### config.mk
export PLATFORM = sky130hd
export DESIGN_NAME = ugac_top
export DESIGN_NICKNAME = d
export VERILOG_FILES = /design/src/inc/ugac_pkg.sv /design/src/inc/ugac_act_if.sv /design/src/ugac_top.sv /design/src/ugac_act_timers.sv
export VERILOG_INCLUDE_DIRS = /design/src /design/src/inc
export SDC_FILE = /design/constraint.sdc
export NUM_CORES = 1
export LEC_CHECK = 0
export BUFFER_PORTS_ARGS = -buffer_cell sky130_fd_sc_hd__buf_4
export CORE_AREA = 2 2 167 169
export CTS_BUF_LIST = sky130_fd_sc_hd__clkbuf_2
export DETAILED_ROUTE_END_ITERATION = 8
export DIE_AREA = 0 0 169 171
export SLEW_MARGIN = 10
export SYNTH_ARGS = -nofsm -noshare
export SYNTH_HDL_FRONTEND = slang
export SYNTH_SLANG_ARGS = --single-unit
export TNS_END_PERCENT = 10
### constraint.sdc
create_clock -name hclk -period 5.85 [get_ports hclk]
set_clock_uncertainty 0.05 [all_clocks]
set_input_delay 1.17 -clock hclk [delete_from_list [all_inputs] [get_ports hclk]]
set_output_delay 1.17 -clock hclk [all_outputs]
set_load 0.01 [all_outputs]
### src/inc/ugac_params.svh
// Constants for the periodic grant activity control block.
`ifndef UGAC_PARAMS_SVH
`define UGAC_PARAMS_SVH

// Subflows (classifiers) tracked on one flow, the widths that follow from it, then the timeout and queue depth widths.
`define UGAC_NSUB 4
`define UGAC_SUBW 2
`define UGAC_CNTW 3
`define UGAC_TMW 24
`define UGAC_QW 8

// Register byte offsets.
`define UGAC_OFS_CTRL 8'h00
`define UGAC_OFS_MAXG 8'h04
`define UGAC_OFS_TMO 8'h08
`define UGAC_OFS_BKL 8'h0C
`define UGAC_OFS_STAT 8'h10

// Control field positions.
`define UGAC_CTRL_EN 0
`define UGAC_CTRL_AD 1

// Status field positions.
`define UGAC_ST_MASK_LSB 0
`define UGAC_ST_CNT_LSB 8
`define UGAC_ST_MODE_LSB 12
`define UGAC_ST_BKL 16

// Reset values.
`define UGAC_CTRL_RST 2'h0
`define UGAC_MAXG_RST 3'h1
`define UGAC_TMO_RST 24'h0F4240
`define UGAC_BKL_RST 8'h04

`endif

### src/inc/ugac_pkg.sv
// Types shared by the periodic grant activity control modules.
`include "ugac_params.svh"
package ugac_pkg;
	typedef enum logic [1:0] {UGAC_OFF, UGAC_POLL, UGAC_GRANT} ugac_state_t;
	typedef logic [`UGAC_CNTW-1:0] ugac_cnt_t;
	typedef logic [`UGAC_NSUB-1:0] ugac_mask_t;
endpackage

### src/inc/ugac_act_if.sv
// Link between the flow controller and the per-subflow activity timers.
`timescale 1ns/1ps
`include "ugac_params.svh"
interface ugac_act_if;
	logic pkt_valid;
	logic [`UGAC_SUBW-1:0] pkt_sub;
	logic [`UGAC_TMW-1:0] timeout;
	logic [`UGAC_NSUB-1:0] active;
	modport ctl (output pkt_valid, output pkt_sub, output timeout, input active);
	modport tmr (input pkt_valid, input pkt_sub, input timeout, output active);
endinterface

### src/ugac_top.sv
// Upstream periodic grant control with activity detection, behind an AHB-Lite slave.
// What the document requires of the modem and the headend
// Headend issues several grants per interval.
// Any active subflow uses any pooled grant.
// Headend places grants within nominal plus jitter.
// No side relies on interval boundary.
// Set backlog flag on accumulation, clear after.
// Backlog extra grants stay under one percent.
// Headend keeps extras while backlog flag set.
// Headend polices downstream slightly above rate; the bench headend does not model this.
// Headend polls when idle, grants when active.
// Report required grant count in every packet.
// Reported count never exceeds provisioned maximum.
// Polled activity requests grants, count from first.
// Headend bursts extra grants on raised count.
// All idle: one zero-count packet, then stop.
// Headend enters polling on zero count.
// Renewed activity sends request in a poll.
// Headend ignores request size, resumes grants.
// Restart through poll or running grant.
// Per-classifier activity timer sets active count.
// Inactivity timeout is configurable per flow.
`timescale 1ns/1ps
`include "ugac_params.svh"
module ugac_top
	import ugac_pkg::*;
(
	input wire logic hclk,
	input wire logic hresetn,
	input wire logic hsel,
	input wire logic [31:0] haddr,
	input wire logic [1:0] htrans,
	input wire logic hwrite,
	input wire logic [2:0] hsize,
	input wire logic [31:0] hwdata,
	input wire logic hready,
	output logic hreadyout,
	output logic hresp,
	output logic [31:0] hrdata,
	input wire logic pkt_arrive,
	input wire logic [`UGAC_SUBW-1:0] pkt_subflow,
	input wire logic [`UGAC_QW-1:0] queue_depth,
	input wire logic grant_pulse,
	input wire logic poll_pulse,
	output logic tx_grant_pkt,
	output logic [`UGAC_CNTW-1:0] tx_grant_count,
	output logic tx_backlog,
	output logic tx_poll_req,
	output logic grant_mode
);
	ugac_act_if act ();

	logic [1:0] ctrl_q;
	ugac_cnt_t maxg_q;
	logic [`UGAC_TMW-1:0] tmo_q;
	logic [`UGAC_QW-1:0] bkl_q;
	logic dph_wr_q;
	logic [7:0] dph_addr_q;
	logic [31:0] rdata_q;
	logic bkl_flag_q;
	ugac_state_t state_q;
	logic tx_pkt_q;
	ugac_cnt_t tx_cnt_q;
	logic req_q;
	logic addr_ok;
	logic en;
	logic ad;
	ugac_cnt_t act_cnt;
	ugac_cnt_t rep_cnt;
	logic [31:0] stat_w;

	// Counts set bits of the activity mask.
	function automatic ugac_cnt_t ones(input ugac_mask_t m);
		ugac_cnt_t c;
		c = '0;
		for (int i = 0; i < `UGAC_NSUB; i++) begin
			c = c + ugac_cnt_t'(m[i]);
		end
		return c;
	endfunction

	// Activity timers live in their own module; the timeout register feeds them.
	assign act.pkt_valid = pkt_arrive;
	assign act.pkt_sub = pkt_subflow;
	assign act.timeout = tmo_q;

	ugac_act_timers u_timers (
		.hclk(hclk),
		.hresetn(hresetn),
		.act(act)
	);

	// Control bits are decoded once so that every process sees the same mode.
	assign en = ctrl_q[`UGAC_CTRL_EN];
	assign ad = ctrl_q[`UGAC_CTRL_AD];
	assign act_cnt = ones(act.active);

	// The reported count is clipped to the provisioned maximum; without activity
	// detection the flow always asks for its full provisioned grant count.
	always_comb begin
		if (!ad) begin
			rep_cnt = maxg_q;
		end else if (act_cnt > maxg_q) begin
			rep_cnt = maxg_q;
		end else begin
			rep_cnt = act_cnt;
		end
	end

	// Status packs the live mask, count, mode and flag for software to poll.
	assign stat_w = {15'h0000, bkl_flag_q, 2'h0, state_q, 1'b0, act_cnt, 4'h0, act.active};

	// Address phase is taken only when the bus is ready and the transfer is real.
	assign addr_ok = hsel && htrans[1] && hready;

	// The data phase remembers the address, since hwdata arrives one cycle later.
	always_ff @(posedge hclk or negedge hresetn) begin
		if (!hresetn) begin
			dph_wr_q <= 1'b0;
			dph_addr_q <= 8'h00;
		end else begin
			dph_wr_q <= addr_ok && hwrite;
			dph_addr_q <= haddr[7:0];
		end
	end

	// Register map, one word each: CTRL holds enable and activity-detection mode,
	// MAXG the provisioned grants per interval, TMO the inactivity timeout in clock
	// cycles, BKL the backlog threshold and STAT a read-only view of the subflow
	// mask, active count, mode and backlog flag.
	// Narrow fields sit in the low bits and read back with zero upper bits, so
	// software may write whole words without masking.
	// Read data is registered at the address edge so the slave never inserts waits.
	always_ff @(posedge hclk or negedge hresetn) begin
		if (!hresetn) begin
			rdata_q <= 32'h00000000;
		end else if (addr_ok && !hwrite) begin
			case (haddr[7:0])
				`UGAC_OFS_CTRL: rdata_q <= {30'h00000000, ctrl_q};
				`UGAC_OFS_MAXG: rdata_q <= {29'h00000000, maxg_q};
				`UGAC_OFS_TMO: rdata_q <= {8'h00, tmo_q};
				`UGAC_OFS_BKL: rdata_q <= {24'h000000, bkl_q};
				`UGAC_OFS_STAT: rdata_q <= stat_w;
				default: rdata_q <= 32'h00000000;
			endcase
		end
	end

	// Register writes complete in the data phase; unmapped writes are dropped.
	always_ff @(posedge hclk or negedge hresetn) begin
		if (!hresetn) begin
			ctrl_q <= `UGAC_CTRL_RST;
			maxg_q <= `UGAC_MAXG_RST;
			tmo_q <= `UGAC_TMO_RST;
			bkl_q <= `UGAC_BKL_RST;
		end else if (dph_wr_q) begin
			case (dph_addr_q)
				`UGAC_OFS_CTRL: ctrl_q <= hwdata[1:0];
				`UGAC_OFS_MAXG: maxg_q <= hwdata[`UGAC_CNTW-1:0];
				`UGAC_OFS_TMO: tmo_q <= hwdata[`UGAC_TMW-1:0];
				`UGAC_OFS_BKL: bkl_q <= hwdata[`UGAC_QW-1:0];
				default: ;
			endcase
		end
	end

	// Backlog sets above the threshold and clears once the queue has drained or the flow is disabled,
	// which keeps the flag from chattering around the threshold.
	always_ff @(posedge hclk or negedge hresetn) begin
		if (!hresetn) begin
			bkl_flag_q <= 1'b0;
		end else if (!en) begin
			bkl_flag_q <= 1'b0;
		end else if (queue_depth > bkl_q) begin
			bkl_flag_q <= 1'b1;
		end else if (queue_depth == '0) begin
			bkl_flag_q <= 1'b0;
		end
	end

	// Mode machine. Grants are reacted to as they come; nothing here assumes
	// where a grant interval starts, so several grants per interval are
	// simply a pool that any waiting packet may use.
	always_ff @(posedge hclk or negedge hresetn) begin
		if (!hresetn) begin
			state_q <= UGAC_OFF;
			tx_pkt_q <= 1'b0;
			tx_cnt_q <= '0;
			req_q <= 1'b0;
		end else begin
			tx_pkt_q <= 1'b0;
			req_q <= 1'b0;
			case (state_q)
				UGAC_OFF: begin
					if (en) begin
						state_q <= ad ? UGAC_POLL : UGAC_GRANT;
					end
				end
				UGAC_POLL: begin
					if (!en) begin
						state_q <= UGAC_OFF;
					end else if (!ad) begin
						state_q <= UGAC_GRANT;
					// A grant that is still running wins over a poll: if the headend missed
					// the zero-count packet, the flow restarts without a request round trip.
					end else if (grant_pulse && act_cnt != '0 && queue_depth != '0) begin
						tx_pkt_q <= 1'b1;
						tx_cnt_q <= rep_cnt;
						state_q <= UGAC_GRANT;
					end else if (poll_pulse && act_cnt != '0) begin
						req_q <= 1'b1;
						state_q <= UGAC_GRANT;
					end
				end
				UGAC_GRANT: begin
					if (!en) begin
						state_q <= UGAC_OFF;
					end else if (grant_pulse && ad && act_cnt == '0) begin
						// One payload-free packet tells the headend to fall back to polls.
						tx_pkt_q <= 1'b1;
						tx_cnt_q <= '0;
						state_q <= UGAC_POLL;
					end else if (grant_pulse && queue_depth != '0) begin
						tx_pkt_q <= 1'b1;
						tx_cnt_q <= rep_cnt;
					end else if (ad && act_cnt != '0 && poll_pulse) begin
						req_q <= 1'b1;
					end
				end
				default: begin
					state_q <= UGAC_OFF;
				end
			endcase
		end
	end

	// Bus answers are always zero-wait and OKAY.
	// Registers never stall, so hreadyout is a plain flop; it stays low in reset
	// so that no master starts a transfer before the registers are out of reset.
	always_ff @(posedge hclk or negedge hresetn) begin
		if (!hresetn) begin
			hreadyout <= 1'b0;
			hresp <= 1'b0;
		end else begin
			hreadyout <= 1'b1;
			hresp <= 1'b0;
		end
	end

	// Outputs come straight from their flops; no decode sits between flop and pin.
	assign hrdata = rdata_q;
	assign tx_grant_pkt = tx_pkt_q;
	assign tx_grant_count = tx_cnt_q;
	assign tx_backlog = bkl_flag_q;
	assign tx_poll_req = req_q;

	// Mode indication is its own flop so the output is clean of the state decode.
	logic gmode_q;
	always_ff @(posedge hclk or negedge hresetn) begin
		if (!hresetn) begin
			gmode_q <= 1'b0;
		end else begin
			gmode_q <= (state_q == UGAC_GRANT);
		end
	end
	assign grant_mode = gmode_q;
endmodule

### src/ugac_act_timers.sv
// Per-subflow activity timers: active on a packet, inactive after a quiet time.
`timescale 1ns/1ps
`include "ugac_params.svh"
module ugac_act_timers
	import ugac_pkg::*;
(
	input wire logic hclk,
	input wire logic hresetn,
	ugac_act_if.tmr act
);
	genvar gi;
	generate
		for (gi = 0; gi < `UGAC_NSUB; gi = gi + 1) begin : g_sub
			logic [`UGAC_TMW-1:0] quiet_q;
			logic on_q;
			logic hit;
			assign hit = act.pkt_valid && (act.pkt_sub == `UGAC_SUBW'(gi));
			// A packet restarts the quiet count; a zero timeout never expires.
			always_ff @(posedge hclk or negedge hresetn) begin
				if (!hresetn) begin
					quiet_q <= '0;
					on_q <= 1'b0;
				end else if (hit) begin
					quiet_q <= '0;
					on_q <= 1'b1;
				end else if (on_q) begin
					if (act.timeout != '0 && quiet_q >= act.timeout - 1'b1) begin
						on_q <= 1'b0;
					end else begin
						quiet_q <= quiet_q + 1'b1;
					end
				end
			end
			assign act.active[gi] = on_q;
		end
	endgenerate
endmodule

==> results of run 1 <==
path summary, 6_finish.rpt:
path,slack [ns],end,cells past startpoint
max reg2reg,0.60,u_timers.g_sub[1].quiet_q[20],15
min,0.30,u_timers.g_sub[0].quiet_q[13],1
max,0.60,u_timers.g_sub[1].quiet_q[20],15
min in group hclk,0.36,dph_addr_q[3],1
max in group asynchronous,4.31,u_timers.g_sub[1].quiet_q[23],2
min reg2reg,0.48,tx_grant_count[1],1
state kept, by name (all words and copies together), names as in the netlist, 2 cells and up:
signal,flops
act.timeout,24
maxg_q,3
ctrl_q,2
u_timers.g_sub.on_q,4
bkl_q,8
state_q,2
u_timers.g_sub.quiet_q,96
tx_grant_count,3
hrdata,24
dph_addr_q,8
where the power goes:
part	internal (mW)	total (mW)	switching (mW)
sequential	1.34	1.46	0.125
combinational	0.271	0.656	0.385
clock	0.181	0.779	0.599
cell usage after synthesis, types with 5 or more instances:
library cell and number:
xnor2_1 16, nand2b_1 34, or3_1 19, o21a_1 10, and3_1 25, dfstp_2 9, and4_1 10, a22oi_1 13
buf_2 6, inv_1 34, o211ai_1 18, xor2_1 9, a21oi_1 84, nand2_1 152, or4_1 33, nor2_1 46
nand3_1 41, a211o_1 6, buf_4 12, a21o_1 23, nor3_1 14, clkbuf_1 33, mux2_2 38, and2_1 5
o21ai_1 9, ha_1 110, nor4_1 9, o31ai_1 30, nand4_1 24, o2111ai_1 5, mux2i_1 35, o21ai_0 71
nor2b_1 7, dfrtp_1 171, a211oi_1 15
layer usage:
layer  wire length [um]  vias up
met5                  0        -
met4               1030        0
met3               1310       58
met2              15000      232
met1              14900     4935
li1                   -     4871
area by class of cell:
class | instances | area share (%)
diodes | 1 | 0.0188
repair buffers | 102 | 5.81
flip-flops and latches | 180 | 34.0
well taps | 346 | 3.26
clock buffers | 17 | 0.640
multi-input cells | 1002 | 53.7
clock inverters | 15 | 1.68
inverters | 34 | 0.960
through the flow:
| step | hold WS (ns) | cell area (um^2) | total power, mW |
|---|---|---|---|
| finish | 0.297 | 13300 | 2.90 |
| global route | 0.253 | 13300 | 3.08 |
| CTS | 0.289 | 13300 | 2.93 |
| detailed placement | 0.421 | 13000 | 2.14 |
| global placement | 0.412 | 13000 | 2.11 |
| floorplan | 0.451 | 12100 | 1.91 |
cell usage in the layout (no fill, tap or decap), types with 4 or more instances in the layout:
cell type  instances
dfrtp_1          171
nand2_1          152
ha_1             110
buf_4            101
a21oi_1           84
o21ai_0           70
nor2_1            46
nand3_1           41
mux2_2            38
mux2i_1           35
inv_1             34
nand2b_1          34
or4_1             33
o31ai_1           29
and3_1            25
nand4_1           24
a21o_1            23
or3_1             19
o211ai_1          18
clkbuf_2          17
xnor2_1           16
a211oi_1          15
nor3_1            14
a22oi_1           13
o21a_1            10
and4_1            10
o21ai_1           10
conb_1            10
xor2_1             9
nor4_1             9
dfstp_2            9
nor2b_1            7
a211o_1            6
o2111ai_1          5
and2_1             5
inv_12             5
clkinv_8           5
nor4_4             4
or2_2              4
a2111oi_1          4
worst max-delay path, cell delays in order (launching register included):
cell and delay (ns):
dfrtp_1 0.54, nor3_1 0.39, nand2_1 0.10, buf_4 0.19, or3_1 0.34, nor4b_1 0.37
xnor2_1 0.47, ha_1 0.40, a221oi_1 0.26, o21ai_0 0.13, a221oi_1 0.33, o21ai_0 0.19
o211ai_2 0.36, o2111ai_4 0.28, or4_1 0.57, a21oi_1 0.17
cells by family (layout without fill, tap and decap cells):
group,Yosys count,count (layout),synth area share [%]
AOI/OAI and AO/OA,333,333,18.5
xor gates and xnor gates,25,25,1.82
adders and majority gates,111,111,11.6
buffers and inverters,91,168,3.52
DFF,180,180,37.5
muxes,73,73,6.46
other,2,11,0.0624
and+or+nand+nor,450,450,20.5
==> flow_summary.toml, run 1 <==
[synth]
synth_cells = 1265
synth.distinct_cells = 85
ys_top_cells_by_area = "dfrtp_1, ha_1, nand2_1"
synth_top_cell_by_area = "dfrtp_1"
ys_ff_latch = 180
yosys_most_used_dff = "dfrtp_1"
synth_edf_count = 0
synth-warning-count = 0
synth.top_cell.area_share_pct = 35.5
synth.cell_area_um2 = 12000
yosysSeqAreaShare_pct = 37.5
postSynth.asyncResetShare_pct = 100
syn_area_per_cell_um2 = 9.52

[hold_path]
min_path_type = "primary input to asynchronous set/reset pin"

[timing]
max_freq_mhz = 190
slew_headroom_pct = 27.2
hold_viol = 0
finalMaxSlewViolations = 0
setup_viol = 0
setup_slack_ns = 0.599
rsz0062_at_grt = "no"
period_share_pct = 89.8
tns_ns = 0
tightest_slew_ns = 1.08
period_needed_ns = 5.25

[placement]
pre_cts_ws_ns = 0.686
place.gp.congestion = 0.849
io_buffers = 82
dp_cells = 1664
dp_hpwl_mm = 23.0

[floorplan]
start_util_pct = 44.1
core_area_um2 = 27300
ios = 128
die_x_um = 169
dieArea_um2 = 28900
die_h_um = 171
num_rows = 61

[cells_and_area]
nets = 1535
instances_no_fill = 1697
fillerInstances = 2595
finish.utilization_pct = 48.7
multi_input_area_um2 = 7140
drive_above_1_share_pct = 15.9
regArea_um2 = 4520
area_growth_pct = 10.4

[clock_network]
clkTransAtPathRegs_ns = 0.40
root_buffer = "clkbuf_2"
cts_buffers = 17
ctsResizeCount = 0
cts.htree.levels = 4
cts_hold_buffers = 0
cts_tree = "done"
clockBufferDepth = 2
cts_sinks = 180
cts_setup_buffers = 0
insertion_delay_ns = 0.87

[critical_path]
path_max_fanout = 18
critPathLaunchType = "register"
critPathCaptureType = "register"
worstPathRequired_ns = 6.56
cp_data_arrival_time_ns = 5.96
critPathLaunch = "act.timeout[2]"
worstReg2RegStart = "act.timeout[2]"
path_class = "register to register"

[drt]
vias = 10096
drt-wirelength-per-cell_um = 19.0
wl_mm = 32.2
ant_nets = 0
dr.pass1.iters = 6
drcViolationCount = 0
routed_via_density = 5.95
drt_iter0_markers = 790

[global_route]
grt_pass1_vias = 9602
globalRouteMet1Util_pct = 30.6
grt_first_pass_wirelength_mm = 51.6
use_met2_pct = 37.2
grt_max_degree = 100
antenna_found_initial = 1
grtUsageTotal_pct = 22.8
use_met3_pct = 3.84
overflow = 0
grt-busiest-layer = "met2"

[power]
p_leak_nw = 6.00
powerDensity_nw_per_um2 = 218
peakVddDrop_v = 0.000101

[flow_run]
timing.max_cap.violations = 0

[status]
status = "finished clean"
Note: power is estimated with default switching activity, not from simulation.
==> inputs of run 2 (changes only) <==
--- a/config.mk
+++ b/config.mk
@@ -11,6 +11,7 @@
 export CTS_BUF_LIST = sky130_fd_sc_hd__clkbuf_2
 export DETAILED_ROUTE_END_ITERATION = 8
 export DIE_AREA = 0 0 169 171
+export PLACE_DENSITY = 0.63
 export SLEW_MARGIN = 10
 export SYNTH_ARGS = -nofsm -noshare
 export SYNTH_HDL_FRONTEND = slang
==> flow_summary.toml, run 2 (synthesized netlist as in run 1, its figures left out) <==
[timing]
hold_viol = 0
rsz0062_at_grt = "no"
fin_hold_ws_ns = 0.318
max_freq_mhz = 196
period_share_pct = 87.4
setup_viol = 0
tns_ns = 0
finalMaxSlewViolations = 0
setup_slack_ns = 0.740
slew_headroom_pct = 29.2
tightest_slew_ns = 1.05
period_needed_ns = 5.11

[clock_network]
insertion_delay_ns = 0.85
cts_setup_buffers = 0
ctsResizeCount = 0
cts_buffers = 17
clkTransAtPathRegs_ns = 0.37
cts_sinks = 180
clockBufferDepth = 2
cts_hold_buffers = 0
root_buffer = "clkbuf_2"
cts_tree = "done"
cts.htree.levels = 4

[status]
status = "finished clean"

[global_route]
grt_max_degree = 114
grtUsageTotal_pct = 22.6
overflow = 0
grt_pass1_vias = 9455
antenna_found_initial = 1
grt_first_pass_wirelength_mm = 51.7

[placement]
place.gp.congestion = 0.818
pre_cts_ws_ns = 0.782
dp_hpwl_mm = 23.3
io_buffers = 82

[cells_and_area]
area_growth_pct = 10.8
regMostFlops = "u_timers.g_sub.quiet_q"
mostFrequentLayoutCells = "dfrtp_1, nand2_1, ha_1"
nets = 1539
finish.utilization_pct = 48.8
final_common_cell = "dfrtp_1"
largest_reg_flops = 96
drive_above_1_share_pct = 16.2

[floorplan]
ios = 128
num_rows = 61
die_h_um = 171
start_util_pct = 44.1
die_x_um = 169
core_area_um2 = 27300
dieArea_um2 = 28900

[drt]
wl_mm = 32.0
vias = 10126
ant_nets = 0
drt-wirelength-per-cell_um = 18.8
drcViolationCount = 0
routed_via_density = 5.95
drt_iter0_markers = 745
dr.pass1.iters = 5

[power]
peakVddDrop_v = 0.000129
powerDensity_nw_per_um2 = 218
fin_total_pwr_mw = 2.90
p_leak_nw = 6.02

[critical_path]
critPathLaunch = "act.timeout[5]"
cp_data_arrival_time_ns = 5.80
reg2reg_slack_ns = 0.74
critPathLaunchType = "register"
critPathCaptureType = "register"
path_max_fanout = 18
worstPathRequired_ns = 6.54
worstReg2RegStart = "act.timeout[5]"
path_class = "register to register"
ff2ff_path_depth = 15
worstSetupEndpoint = "u_timers.g_sub[1].quiet_q[21]"
r2r-end = "u_timers.g_sub[1].quiet_q[21]"

[flow_run]
timing.max_cap.violations = 0

[hold_path]
min_path_type = "primary input to asynchronous set/reset pin"
run 2: worst min path at each step:
| stage | from | depth (start not counted) | endpoint |
|---|---|---|---|
| finish | hresetn | 1 | u_timers.g_sub[0].quiet_q[11] |
| global route | haddr[2] | 1 | dph_addr_q[2] |
| CTS | haddr[2] | 1 | dph_addr_q[2] |
| detailed placement | hrdata[12] | 2 | hrdata[12] |
| global placement | hrdata[2] | 2 | hrdata[2] |
| floorplan | bkl_q[0] | 1 | bkl_q[0] |
run 2: final cells by class:
type / instances / area (um^2)
Fill cell: 2564 / 14000
Timing Repair Buffer: 106 / 802
Tap cell: 346 / 433
Antenna cell: 1 / 2.50
Inverter: 34 / 128
Clock buffer: 17 / 85.1
Sequential cell: 180 / 4520
Multi-Input combinational cell: 1002 / 7140
Clock inverter: 15 / 225
run 2: worst max-delay path: stages (launching register included):
cell       delay [ns]
dfrtp_1          0.54
nor4_4           0.45
nand2_1          0.16
or3_1            0.37
nor4b_1          0.41
xnor2_1          0.41
buf_4            0.24
ha_1             0.23
a221oi_1         0.25
o21ai_0          0.13
a221oi_1         0.31
o21ai_0          0.18
o211ai_2         0.33
o2111ai_4        0.28
or4_1            0.57
a21oi_1          0.15
run 2: through the flow:
step	std cells	area, um^2
floorplan	1273	12100
global placement	1668	13000
detailed placement	1668	13000
CTS	1700	13300
global route	1701	13300
finish	1701	13300
run 2: report_power, final:
part | total, mW | internal, mW | switching (mW)
combinational | 0.661 | 0.275 | 0.387
sequential | 1.46 | 1.34 | 0.123
clock | 0.778 | 0.179 | 0.599
total | 2.90 | 1.79 | 1.11
run 2: metal layers:
metal	GRT usage (%)	wire (um)
met5	0	0
met4	5.24	518
met3	3.63	1480
met2	37.2	15300
met1	31.5	14700
==> inputs of run 3 (changes only) <==
--- a/config.mk
+++ b/config.mk
@@ -7,11 +7,11 @@
 export NUM_CORES = 1
 export LEC_CHECK = 0
 export BUFFER_PORTS_ARGS = -buffer_cell sky130_fd_sc_hd__buf_4
-export CORE_AREA = 2 2 167 169
+export CORE_AREA = 2 2 143 145
 export CTS_BUF_LIST = sky130_fd_sc_hd__clkbuf_2
 export DETAILED_ROUTE_END_ITERATION = 8
-export DIE_AREA = 0 0 169 171
-export PLACE_DENSITY = 0.63
+export DIE_AREA = 0 0 145 147
+export PLACE_DENSITY = 0.82
 export SLEW_MARGIN = 10
 export SYNTH_ARGS = -nofsm -noshare
 export SYNTH_HDL_FRONTEND = slang
==> flow_summary.toml, run 3 (synthesized netlist as in run 1, its figures left out) <==
[status]
status = "finished clean"

[placement]
dp_hpwl_mm = 21.8
place.gp.congestion = 0.937
io_buffers = 82

[power]
p_sw_mw = 1.07
switching_share_pct = 37.0
p_leak_nw = 5.99
combinationalPowerShare_pct = 22.7
seqPwrFrac_pct = 50.7
fin_total_pwr_mw = 2.88
powerDensity_nw_per_um2 = 219
peakVddDrop_v = 0.000124
clkPwrFrac_pct = 26.6
p_int_mw = 1.82

[timing]
hold_viol = 0
setup_viol = 0
tightest_slew_ns = 1.15
rsz0062_at_grt = "no"
tns_ns = 0
fin_hold_ws_ns = 0.327
period_share_pct = 91.7
period_needed_ns = 5.36
max_freq_mhz = 186
finalMaxSlewViolations = 0
slew_headroom_pct = 23.1

[cells_and_area]
drive_above_1_share_pct = 15.7
area_growth_pct = 9.59
largest_reg_flops = 96
regMostFlops = "u_timers.g_sub.quiet_q"
nets = 1531
mostFrequentLayoutCells = "dfrtp_1, nand2_1, ha_1"
final_common_cell = "dfrtp_1"

[global_route]
grt_pass1_vias = 9686
grt_first_pass_wirelength_mm = 49.4
overflow = 0
antenna_found_initial = 1
grtUsageTotal_pct = 28.7
grt_max_degree = 181

[clock_network]
cts.htree.levels = 4
cts_buffers = 17
ctsResizeCount = 0
insertion_delay_ns = 0.87
clkTransAtPathRegs_ns = 0.34
root_buffer = "clkbuf_2"
cts_setup_buffers = 0
clockBufferDepth = 2
cts_sinks = 180
cts_tree = "done"
cts_hold_buffers = 0

[drt]
ant_nets = 0
wl_mm = 30.2
dr.pass1.iters = 7
drt_iter0_markers = 901
vias = 10302
routed_via_density = 6.37
drcViolationCount = 0
drt-wirelength-per-cell_um = 18.7

[critical_path]
cp_data_arrival_time_ns = 6.10
worstPathRequired_ns = 6.59
critPathLaunchType = "register"
path_class = "register to register"
critPathCaptureType = "register"
path_max_fanout = 18

[floorplan]
ios = 128
core_area_um2 = 19800
start_util_pct = 60.7
die_x_um = 145
dieArea_um2 = 21300
num_rows = 52
die_h_um = 147

[flow_run]
timing.max_cap.violations = 0

[hold_path]
min_path_type = "primary input to register"
## run 3: through the flow
| stage | util [%] | setup WS [ns] | instance area (um^2) | std cells |
|---|---|---|---|---|
| after floorplan | - | 1.57 | 12100 | 1273 |
| after global placement | 64.9 | 0.767 | 12900 | 1584 |
| after detailed placement | 64.9 | 0.624 | 12900 | 1584 |
| after CTS | 66.4 | 0.543 | 13200 | 1616 |
| after global routing | 66.5 | 0.219 | 13200 | 1617 |
| final | 66.5 | 0.485 | 13200 | 1617 |
## run 3: critical path, cell delays in order, from the launching register on
cell,delay [ns]
dfrtp_1,0.53
nor4_4,0.45
nand2_1,0.33
or3_1,0.43
nor4b_1,0.35
xnor2_1,0.50
ha_1,0.40
a221oi_1,0.30
o21ai_0,0.15
a221oi_1,0.30
o21ai_0,0.17
o211ai_2,0.33
o2111ai_4,0.28
or4_1,0.57
a21oi_1,0.16
## run 3: routing by layer
layer / up-vias / routed length, um / share of wire [%] / track usage [%]
met3: 70 / 1900 / 6.3 / 5.16
met2: 333 / 14200 / 47 / 46.0
met1: 5031 / 13000 / 43 / 39.1
li1: 4868 / - / - / -
met4: 0 / 1070 / 3.5 / 11.0
met5: - / 0 / 0 / 0
## run 3: final timing paths
| kind | depth (start not counted) | startpoint | slack, ns | to |
|---|---|---|---|---|
| max | 14 | act.timeout[5] | 0.49 | u_timers.g_sub[1].quiet_q[23] |
| max reg2reg | 14 | act.timeout[5] | 0.49 | u_timers.g_sub[1].quiet_q[23] |
| max in group asynchronous | 2 | hresetn | 4.57 | u_timers.g_sub[1].quiet_q[1] |
| min | 1 | haddr[5] | 0.33 | dph_addr_q[5] |
| min in group asynchronous | 2 | hresetn | 0.38 | u_timers.g_sub[3].quiet_q[5] |
| min reg2reg | 1 | tx_grant_count[0] | 0.48 | tx_grant_count[0] |
## run 3: final cells by class
| class | instances | area (um^2) |
|---|---|---|
| diodes | 1 | 2.50 |
| clock inverters | 15 | 228 |
| clock buffers | 17 | 85.1 |
| multi-input cells | 1002 | 7140 |
| inverters | 34 | 128 |
| flip-flops and latches | 180 | 4520 |
| well taps | 270 | 338 |
| fillers | 1558 | 6650 |
| repair buffers | 98 | 754 |
## run 3: power by group through the flow
stage	sequential, mW	clock (mW)	combinational, mW
2_1_floorplan	1.45	0	0.465
3_3_place_gp	1.47	0	0.618
3_5_place_dp	1.48	0	0.646
4_1_cts	1.46	0.779	0.650
5_1_grt	1.48	0.830	0.734
6_report	1.46	0.768	0.655
